$ cat src/design/aoc_pkg.sv
// Package with register map, field positions and timing of the converter
package aoc_pkg;
    localparam int          AOC_AW            = 14;
    localparam logic [11:0] AOC_IDX_CTL0      = 12'hFC2;
    localparam logic [11:0] AOC_IDX_CTL1      = 12'hFC3;
    localparam logic [11:0] AOC_IDX_RES_LO    = 12'hFC4;
    localparam logic [11:0] AOC_IDX_RES_HI    = 12'hFC5;
    localparam logic [13:0] AOC_ADDR_CTL0     = {AOC_IDX_CTL0, 2'b00};
    localparam logic [13:0] AOC_ADDR_CTL1     = {AOC_IDX_CTL1, 2'b00};
    localparam logic [13:0] AOC_ADDR_RES_LO   = {AOC_IDX_RES_LO, 2'b00};
    localparam logic [13:0] AOC_ADDR_RES_HI   = {AOC_IDX_RES_HI, 2'b00};
    localparam int          AOC_BIT_NEG_REF   = 7;
    localparam int          AOC_BIT_POS_REF   = 6;
    localparam int          AOC_CHS_HI        = 5;
    localparam int          AOC_CHS_LO        = 2;
    localparam int          AOC_BIT_GO        = 1;
    localparam int          AOC_BIT_ON        = 0;
    localparam int          AOC_BIT_CAL_ARM   = 6;
    localparam logic [7:0]  AOC_RST_CTL0      = 8'h00;
    localparam logic [7:0]  AOC_RST_CTL1      = 8'h00;
    localparam logic [11:0] AOC_RST_OFFSET    = 12'h000;
    localparam int          AOC_CLK_PERIOD_NS = 50;
    localparam int          AOC_CONV_TIME_NS  = 800;
    localparam int          AOC_CONV_CYCLES   =
        (AOC_CONV_TIME_NS + AOC_CLK_PERIOD_NS - 1) / AOC_CLK_PERIOD_NS;
    localparam logic [7:0]  AOC_CONV_LAST     = 8'(AOC_CONV_CYCLES - 1);
    typedef enum logic {AOC_ENG_IDLE, AOC_ENG_RUN} aoc_eng_state_t;
endpackage

$ cat src/design/aoc_top.sv
// Converter control registers, Avalon-MM slave and calibration control
//
// How it works
// - Setting control-1 bit 6 arms offset calibration
// - Armed start runs calibration, stores measured offset
// - Later results subtract stored offset until replaced or cleared by reset
// - Calibration runs alone, compensates converter offset only
`timescale 1ns/100ps
module aoc_top
    import aoc_pkg::*;
(
    input  wire logic              clk_in,
    input  wire logic              nrst_in,
    input  wire logic              ce_in,
    input  wire logic [AOC_AW-1:0] avs_address_in,
    input  wire logic              avs_read_in,
    input  wire logic              avs_write_in,
    input  wire logic [31:0]       avs_writedata_in,
    input  wire logic [3:0]        avs_byteenable_in,
    output logic [31:0]            avs_readdata_out,
    output logic                   avs_waitrequest_out,
    input  wire logic [11:0]       analog_code_in,
    output logic [3:0]             channel_select_out,
    output logic                   pos_reference_select_out,
    output logic                   neg_reference_select_out,
    output logic                   converter_on_out,
    output logic                   sampling_out,
    output logic                   cal_mode_out
);
    logic [7:0]  ctl0_q, ctl0_d;
    logic [7:0]  ctl1_q, ctl1_d;
    logic        go_q, go_d;
    logic        ack_q, ack_d;
    logic [31:0] rdata_q, rdata_d;
    logic        req;
    logic        wr_ctl0, wr_ctl1;
    logic        start, abort;
    logic        busy, done, cal_done, cal_mode;
    logic [11:0] result;
    logic [7:0]  wbyte;

    aoc_engine u_engine (
        .clk_in         (clk_in),
        .nrst_in        (nrst_in),
        .ce_in          (ce_in),
        .start_in       (start),
        .cal_in         (ctl1_q[AOC_BIT_CAL_ARM]),
        .abort_in       (abort),
        .analog_code_in (analog_code_in),
        .busy_out       (busy),
        .done_out       (done),
        .cal_done_out   (cal_done),
        .cal_mode_out   (cal_mode),
        .result_out     (result)
    );

    // One wait state: the first cycle of a request prepares read data
    assign req   = avs_read_in | avs_write_in;
    assign wbyte = avs_writedata_in[7:0];
    assign wr_ctl0 = ack_q & avs_write_in & avs_byteenable_in[0]
                   & (avs_address_in == AOC_ADDR_CTL0);
    assign wr_ctl1 = ack_q & avs_write_in & avs_byteenable_in[0]
                   & (avs_address_in == AOC_ADDR_CTL1);

    // A start only counts when the same write also sets the converter on
    // bit, and never while an operation is running
    assign start = wr_ctl0 & wbyte[AOC_BIT_GO] & wbyte[AOC_BIT_ON]
                 & ~go_q;
    // Switching the converter off ends any operation in progress
    assign abort = wr_ctl0 & ~wbyte[AOC_BIT_ON] & go_q;

    always_comb begin
        ack_d   = req & ~ack_q;
        rdata_d = rdata_q;
        if (req & ~ack_q) begin
            rdata_d = 32'h0000_0000;
            case (avs_address_in)
                AOC_ADDR_CTL0: begin
                    rdata_d[7:0] = ctl0_q;
                    rdata_d[AOC_BIT_GO] = go_q;
                end
                AOC_ADDR_CTL1: begin
                    rdata_d[7:0] = ctl1_q;
                end
                AOC_ADDR_RES_LO: begin
                    rdata_d[7:0] = result[7:0];
                end
                AOC_ADDR_RES_HI: begin
                    rdata_d[3:0] = result[11:8];
                end
                default: begin
                    rdata_d = 32'h0000_0000;
                end
            endcase
        end
    end

    always_comb begin
        ctl0_d = ctl0_q;
        ctl1_d = ctl1_q;
        go_d   = go_q;
        if (wr_ctl0) begin
            ctl0_d = wbyte;
            ctl0_d[AOC_BIT_GO] = 1'b0;
        end
        // Hardware clears the start bit when the operation finishes
        if (done | abort) begin
            go_d = 1'b0;
        end
        if (start) begin
            go_d = 1'b1;
        end
        // Arm stays until the calibration cycle has completed; a new
        // arm written in the completing cycle wins over the clear
        if (cal_done) begin
            ctl1_d[AOC_BIT_CAL_ARM] = 1'b0;
        end
        if (wr_ctl1) begin
            ctl1_d = wbyte;
            if (cal_done & ~wbyte[AOC_BIT_CAL_ARM]) begin
                ctl1_d[AOC_BIT_CAL_ARM] = 1'b0;
            end
        end
    end

    always_ff @(posedge clk_in) begin
        if (!nrst_in) begin
            ctl0_q  <= AOC_RST_CTL0;
            ctl1_q  <= AOC_RST_CTL1;
            go_q    <= 1'b0;
            ack_q   <= 1'b0;
            rdata_q <= 32'h0000_0000;
        end else if (ce_in) begin
            ctl0_q  <= ctl0_d;
            ctl1_q  <= ctl1_d;
            go_q    <= go_d;
            ack_q   <= ack_d;
            rdata_q <= rdata_d;
        end
    end

    assign avs_readdata_out         = rdata_q;
    // Held while frozen, else a write would complete without landing
    assign avs_waitrequest_out      = req & ~(ack_q & ce_in);
    assign channel_select_out       = ctl0_q[AOC_CHS_HI:AOC_CHS_LO];
    assign pos_reference_select_out = ctl0_q[AOC_BIT_POS_REF];
    assign neg_reference_select_out = ctl0_q[AOC_BIT_NEG_REF];
    assign converter_on_out         = ctl0_q[AOC_BIT_ON];
    assign sampling_out             = busy;
    assign cal_mode_out             = cal_mode;
endmodule

$ cat src/design/aoc_engine.sv
// Conversion sequencer with offset storage and compensation
`timescale 1ns/100ps
module aoc_engine
    import aoc_pkg::*;
(
    input  wire logic        clk_in,
    input  wire logic        nrst_in,
    input  wire logic        ce_in,
    input  wire logic        start_in,
    input  wire logic        cal_in,
    input  wire logic        abort_in,
    input  wire logic [11:0] analog_code_in,
    output logic             busy_out,
    output logic             done_out,
    output logic             cal_done_out,
    output logic             cal_mode_out,
    output logic [11:0]      result_out
);
    aoc_eng_state_t state_q, state_d;
    logic [7:0]     cnt_q, cnt_d;
    logic           cal_q, cal_d;
    logic [11:0]    offset_q, offset_d;
    logic [11:0]    result_q, result_d;
    logic           done_q, done_d;
    logic           cdone_q, cdone_d;

    always_comb begin
        state_d  = state_q;
        cnt_d    = cnt_q;
        cal_d    = cal_q;
        offset_d = offset_q;
        result_d = result_q;
        done_d   = 1'b0;
        cdone_d  = 1'b0;
        case (state_q)
            AOC_ENG_IDLE: begin
                if (start_in) begin
                    state_d = AOC_ENG_RUN;
                    cnt_d   = 8'h00;
                    cal_d   = cal_in;
                end
            end
            AOC_ENG_RUN: begin
                if (abort_in) begin
                    state_d = AOC_ENG_IDLE;
                    cal_d   = 1'b0;
                end else if (cnt_q == AOC_CONV_LAST) begin
                    state_d = AOC_ENG_IDLE;
                    cal_d   = 1'b0;
                    done_d  = 1'b1;
                    if (cal_q) begin
                        // Front end has its inputs shorted, so the code is
                        // the converter's own offset only
                        offset_d = analog_code_in;
                        cdone_d  = 1'b1;
                    end else if (analog_code_in > offset_q) begin
                        result_d = analog_code_in - offset_q;
                    end else begin
                        // Clamp rather than wrap below zero
                        result_d = 12'h000;
                    end
                end else begin
                    cnt_d = cnt_q + 8'h01;
                end
            end
            default: begin
                state_d = AOC_ENG_IDLE;
            end
        endcase
    end

    always_ff @(posedge clk_in) begin
        if (!nrst_in) begin
            state_q  <= AOC_ENG_IDLE;
            cnt_q    <= 8'h00;
            cal_q    <= 1'b0;
            offset_q <= AOC_RST_OFFSET;
            result_q <= 12'h000;
            done_q   <= 1'b0;
            cdone_q  <= 1'b0;
        end else if (ce_in) begin
            state_q  <= state_d;
            cnt_q    <= cnt_d;
            cal_q    <= cal_d;
            offset_q <= offset_d;
            result_q <= result_d;
            done_q   <= done_d;
            cdone_q  <= cdone_d;
        end
    end

    assign busy_out     = (state_q == AOC_ENG_RUN);
    assign done_out     = done_q;
    assign cal_done_out = cdone_q;
    assign cal_mode_out = cal_q;
    assign result_out   = result_q;
endmodule

$ cat config.mk
export PLATFORM = sky130hd
export DESIGN_NAME = aoc_top
export DESIGN_NICKNAME = d
export VERILOG_FILES = /design/src/design/aoc_pkg.sv /design/src/design/aoc_top.sv /design/src/design/aoc_engine.sv
export SDC_FILE = /design/constraint.sdc
export NUM_CORES = 1
export LEC_CHECK = 0
export BUFFER_PORTS_ARGS = -buffer_cell sky130_fd_sc_hd__buf_4
export CAP_MARGIN = 20
export CORE_MARGIN = 8
export CORE_UTILIZATION = 25
export CTS_CLUSTER_DIAMETER = 40
export DETAILED_ROUTE_END_ITERATION = 8
export GPL_TIMING_DRIVEN = 0
export SKIP_LAST_GASP = 1
export SLEW_MARGIN = 15
export SYNTH_ARGS = -nofsm -noshare
export SYNTH_HDL_FRONTEND = slang
export SYNTH_SLANG_ARGS = --single-unit
$ cat constraint.sdc
create_clock -name clk_in -period 2.8 [get_ports clk_in]
set_clock_uncertainty 0.1 [all_clocks]
set_input_delay 0.42 -clock clk_in [delete_from_list [all_inputs] [get_ports clk_in]]
set_output_delay 0.42 -clock clk_in [all_outputs]
set_load 0.05 [all_outputs]
==> reports/metrics.cfg <==
[place]
gp_congestion=0.8163
portBuffers=56
place_ws_ps=53.99
dp_hpwl_um=7025

[synthesis]
ys_types=56
synth-seq-cells=61
synth_area_leader_cell=dfxtp_1
syn-cell-area_um2=3327
syn_area_per_cell_um2=8.778
synthTopCellsByArea=dfxtp_1 (37%), mux2i_1 (7.8%), buf_4 (5.9%), ha_1 (4.9%), nor2_1 (4.6%)
synth_most_common_cell=dfxtp_1
synthCells=379
yosys.area.top_type_share=0.3671
synth_edf_count=0
synth_ff_type=dfxtp_1
synthArstFlopShare=0
ys_warn_count=0
yosysSeqAreaShare=0.3671
ys_top_cells_by_count=dfxtp_1 (61), nor2_1 (41), buf_4 (26), mux2i_1 (26), inv_1 (23)

[drt]
wl_per_cell_um=13.75
final_antenna_net_count=0
drcViolationCount=0
drt_first_pass_iters=5
routed_wl_um=8940
viasPerCell=4.491
first_iter_violations=226
num_vias=2919

[critical_path]
r2r_setup_slack_ps=250
path_class=reg -> reg
reg2regPathDepth=9
worstPathArrival_ps=2660
reg2reg_to=u_engine.result_out[10]
crit-reg2reg-launch=u_engine.offset_q[0]
worst_setup_path_start_kind=flip-flop
crit_required_ps=2910
cp-end-kind=flip-flop
path_max_fanout=2

[clock_network]
numClockSinks=61
h-tree-depth=3
cts_root_buffer=clkbuf_16
cts_tree=yes
clock_path_buffers=2
cts_buffers=9
clk_pin_slew_ps=50
post_cts_buffers=0
clock_latency_ps=320
cts-hold-fix-buffers=0
cts_resized=0

[timing]
setup_tns_ps=0
final_hold_viol_count=0
slew-limit-headroom=0.4019
drv_slew=0
grt_setup_unrepaired=false
layout_min_cycle_time_ps=2551
period_share=0.9111
setup_violations=0
setup_ws_ps=248.9
max_freq_mhz=392.0
worst_slew_pin_slew_ps=890.3

[grt]
grt_pass1_wl_um=15300
antenna_found_initial=0
grt_usage=0.1066
grt.overflow.total=0
grt_pass1_vias=3012
grt_start_max_net_pins=13

[floorplanning]
dieArea_um2=17260
core_um2=13140
rows=42
fp.dieH_um=131.4
start_util=0.2532
die_w_um=131.4
ios=109

[min_path]
holdCritStartpoint=analog_code_in[0]
min_to=u_engine.offset_q[0]
holdPathStages=3
hold_class=in -> reg

[power]
power_density_nw_per_um2=505.8
p_leak_nw=1.842
ir_drop_mv=0.3257

[job]
maxCapViolations=0

[cells_and_area]
area_growth_pct=30.12
nets=550
utilization=0.3295
fillers=1407
drive_above_1_share=0.2384
diodes=0

[run_status]
status=completed

[worst max path at each step]
stage                         start                       to  cells past startpoint
4_1_cts        u_engine.offset_q[0]  u_engine.result_out[10]                      9
5_1_grt        u_engine.offset_q[5]   u_engine.result_out[9]                     10
3_5_place_dp      analog_code_in[0]  u_engine.result_out[10]                     11
3_3_place_gp      analog_code_in[0]  u_engine.result_out[10]                     11
6_report       u_engine.offset_q[0]  u_engine.result_out[10]                      9
2_1_floorplan     analog_code_in[0]  u_engine.result_out[10]                     10
[area by class of cell]
type / instances / area, µm² / share of cell area
Multi-Input combinational cell: 276 / 1822 / 0.4208
Sequential cell: 61 / 1221 / 0.2821
Timing Repair Buffer: 56 / 420.4 / 0.09711
Buffer: 42 / 284.0 / 0.06561
Clock buffer: 9 / 225.2 / 0.05202
Tap cell: 176 / 220.2 / 0.05087
Inverter: 23 / 86.33 / 0.01994
Clock inverter: 7 / 50.05 / 0.01156
[stage by stage]
stage / total power, mW / std cells / area [µm²] / hold WS (ps)
after floorplan: 1.104 / 402 / 3413 / 336.1
after global placement: 1.190 / 634 / 4054 / 346.6
after detailed placement: 1.194 / 634 / 4054 / 352.9
after CTS: 2.210 / 650 / 4329 / 234.7
after global routing: 2.277 / 650 / 4329 / 241.2
final: 2.190 / 650 / 4329 / 240.2
[report_power, final]
| group | switching [mW] | internal (mW) |
|---|---|---|
| clock | 0.412 | 0.601 |
| combinational | 0.191 | 0.108 |
| sequential | 0.00412 | 0.873 |
[per-layer routing]
layer  track usage  vias up  share of wire
li1              -     1502              -
met5             0        -              0
met4       0.03382        0          0.011
met1        0.1298     1331           0.46
met2        0.1733       80           0.47
met3       0.03582        6          0.057
[layout by cell type (no fill, tap or decap), drive strengths merged, types with 13 or more instances in the layout]
cell    netlist  final
buf          32     88
mux2i        26     26
ha           13     13
clkbuf       10     19
a21oi        22     22
nand3        16     16
inv          23     24
a22o         16     16
nand2        16     16
o21ai        15     15
conb          1     24
dfxtp        61     61
nor2         41     41
[state kept, by name (all words and copies together) (netlist names)]
name,count
avs_readdata_out,8
u_engine.busy_out,1
u_engine.result_out,12
u_engine.offset_q,12
u_engine.cal_done_out,1
ack_q,1
u_engine.cnt_q,8
u_engine.cal_mode_out,1
ctl1_q,8
ctl0_q,7
go_q,1
u_engine.done_out,1
[worst max-delay path, cell delays in order, from the launching register on]
cell and delay (ps):
dfxtp_1 320, ha_1 170, inv_1 60, fa_1 390, a21oi_1 220, o211ai_1 170, o41ai_1 470, o21ai_0 180
xor2_1 170, a22o_1 200
[kinds of logic after synthesis]
logic type | synth area share
simple gates | 0.1753
compound gates | 0.1850
buf+inv | 0.1113
flops | 0.3671
mux | 0.08161
fa+ha+maj | 0.05491
xor+xnor | 0.02369
other cells | 0.001127
(Power assumes the default switching activity.)
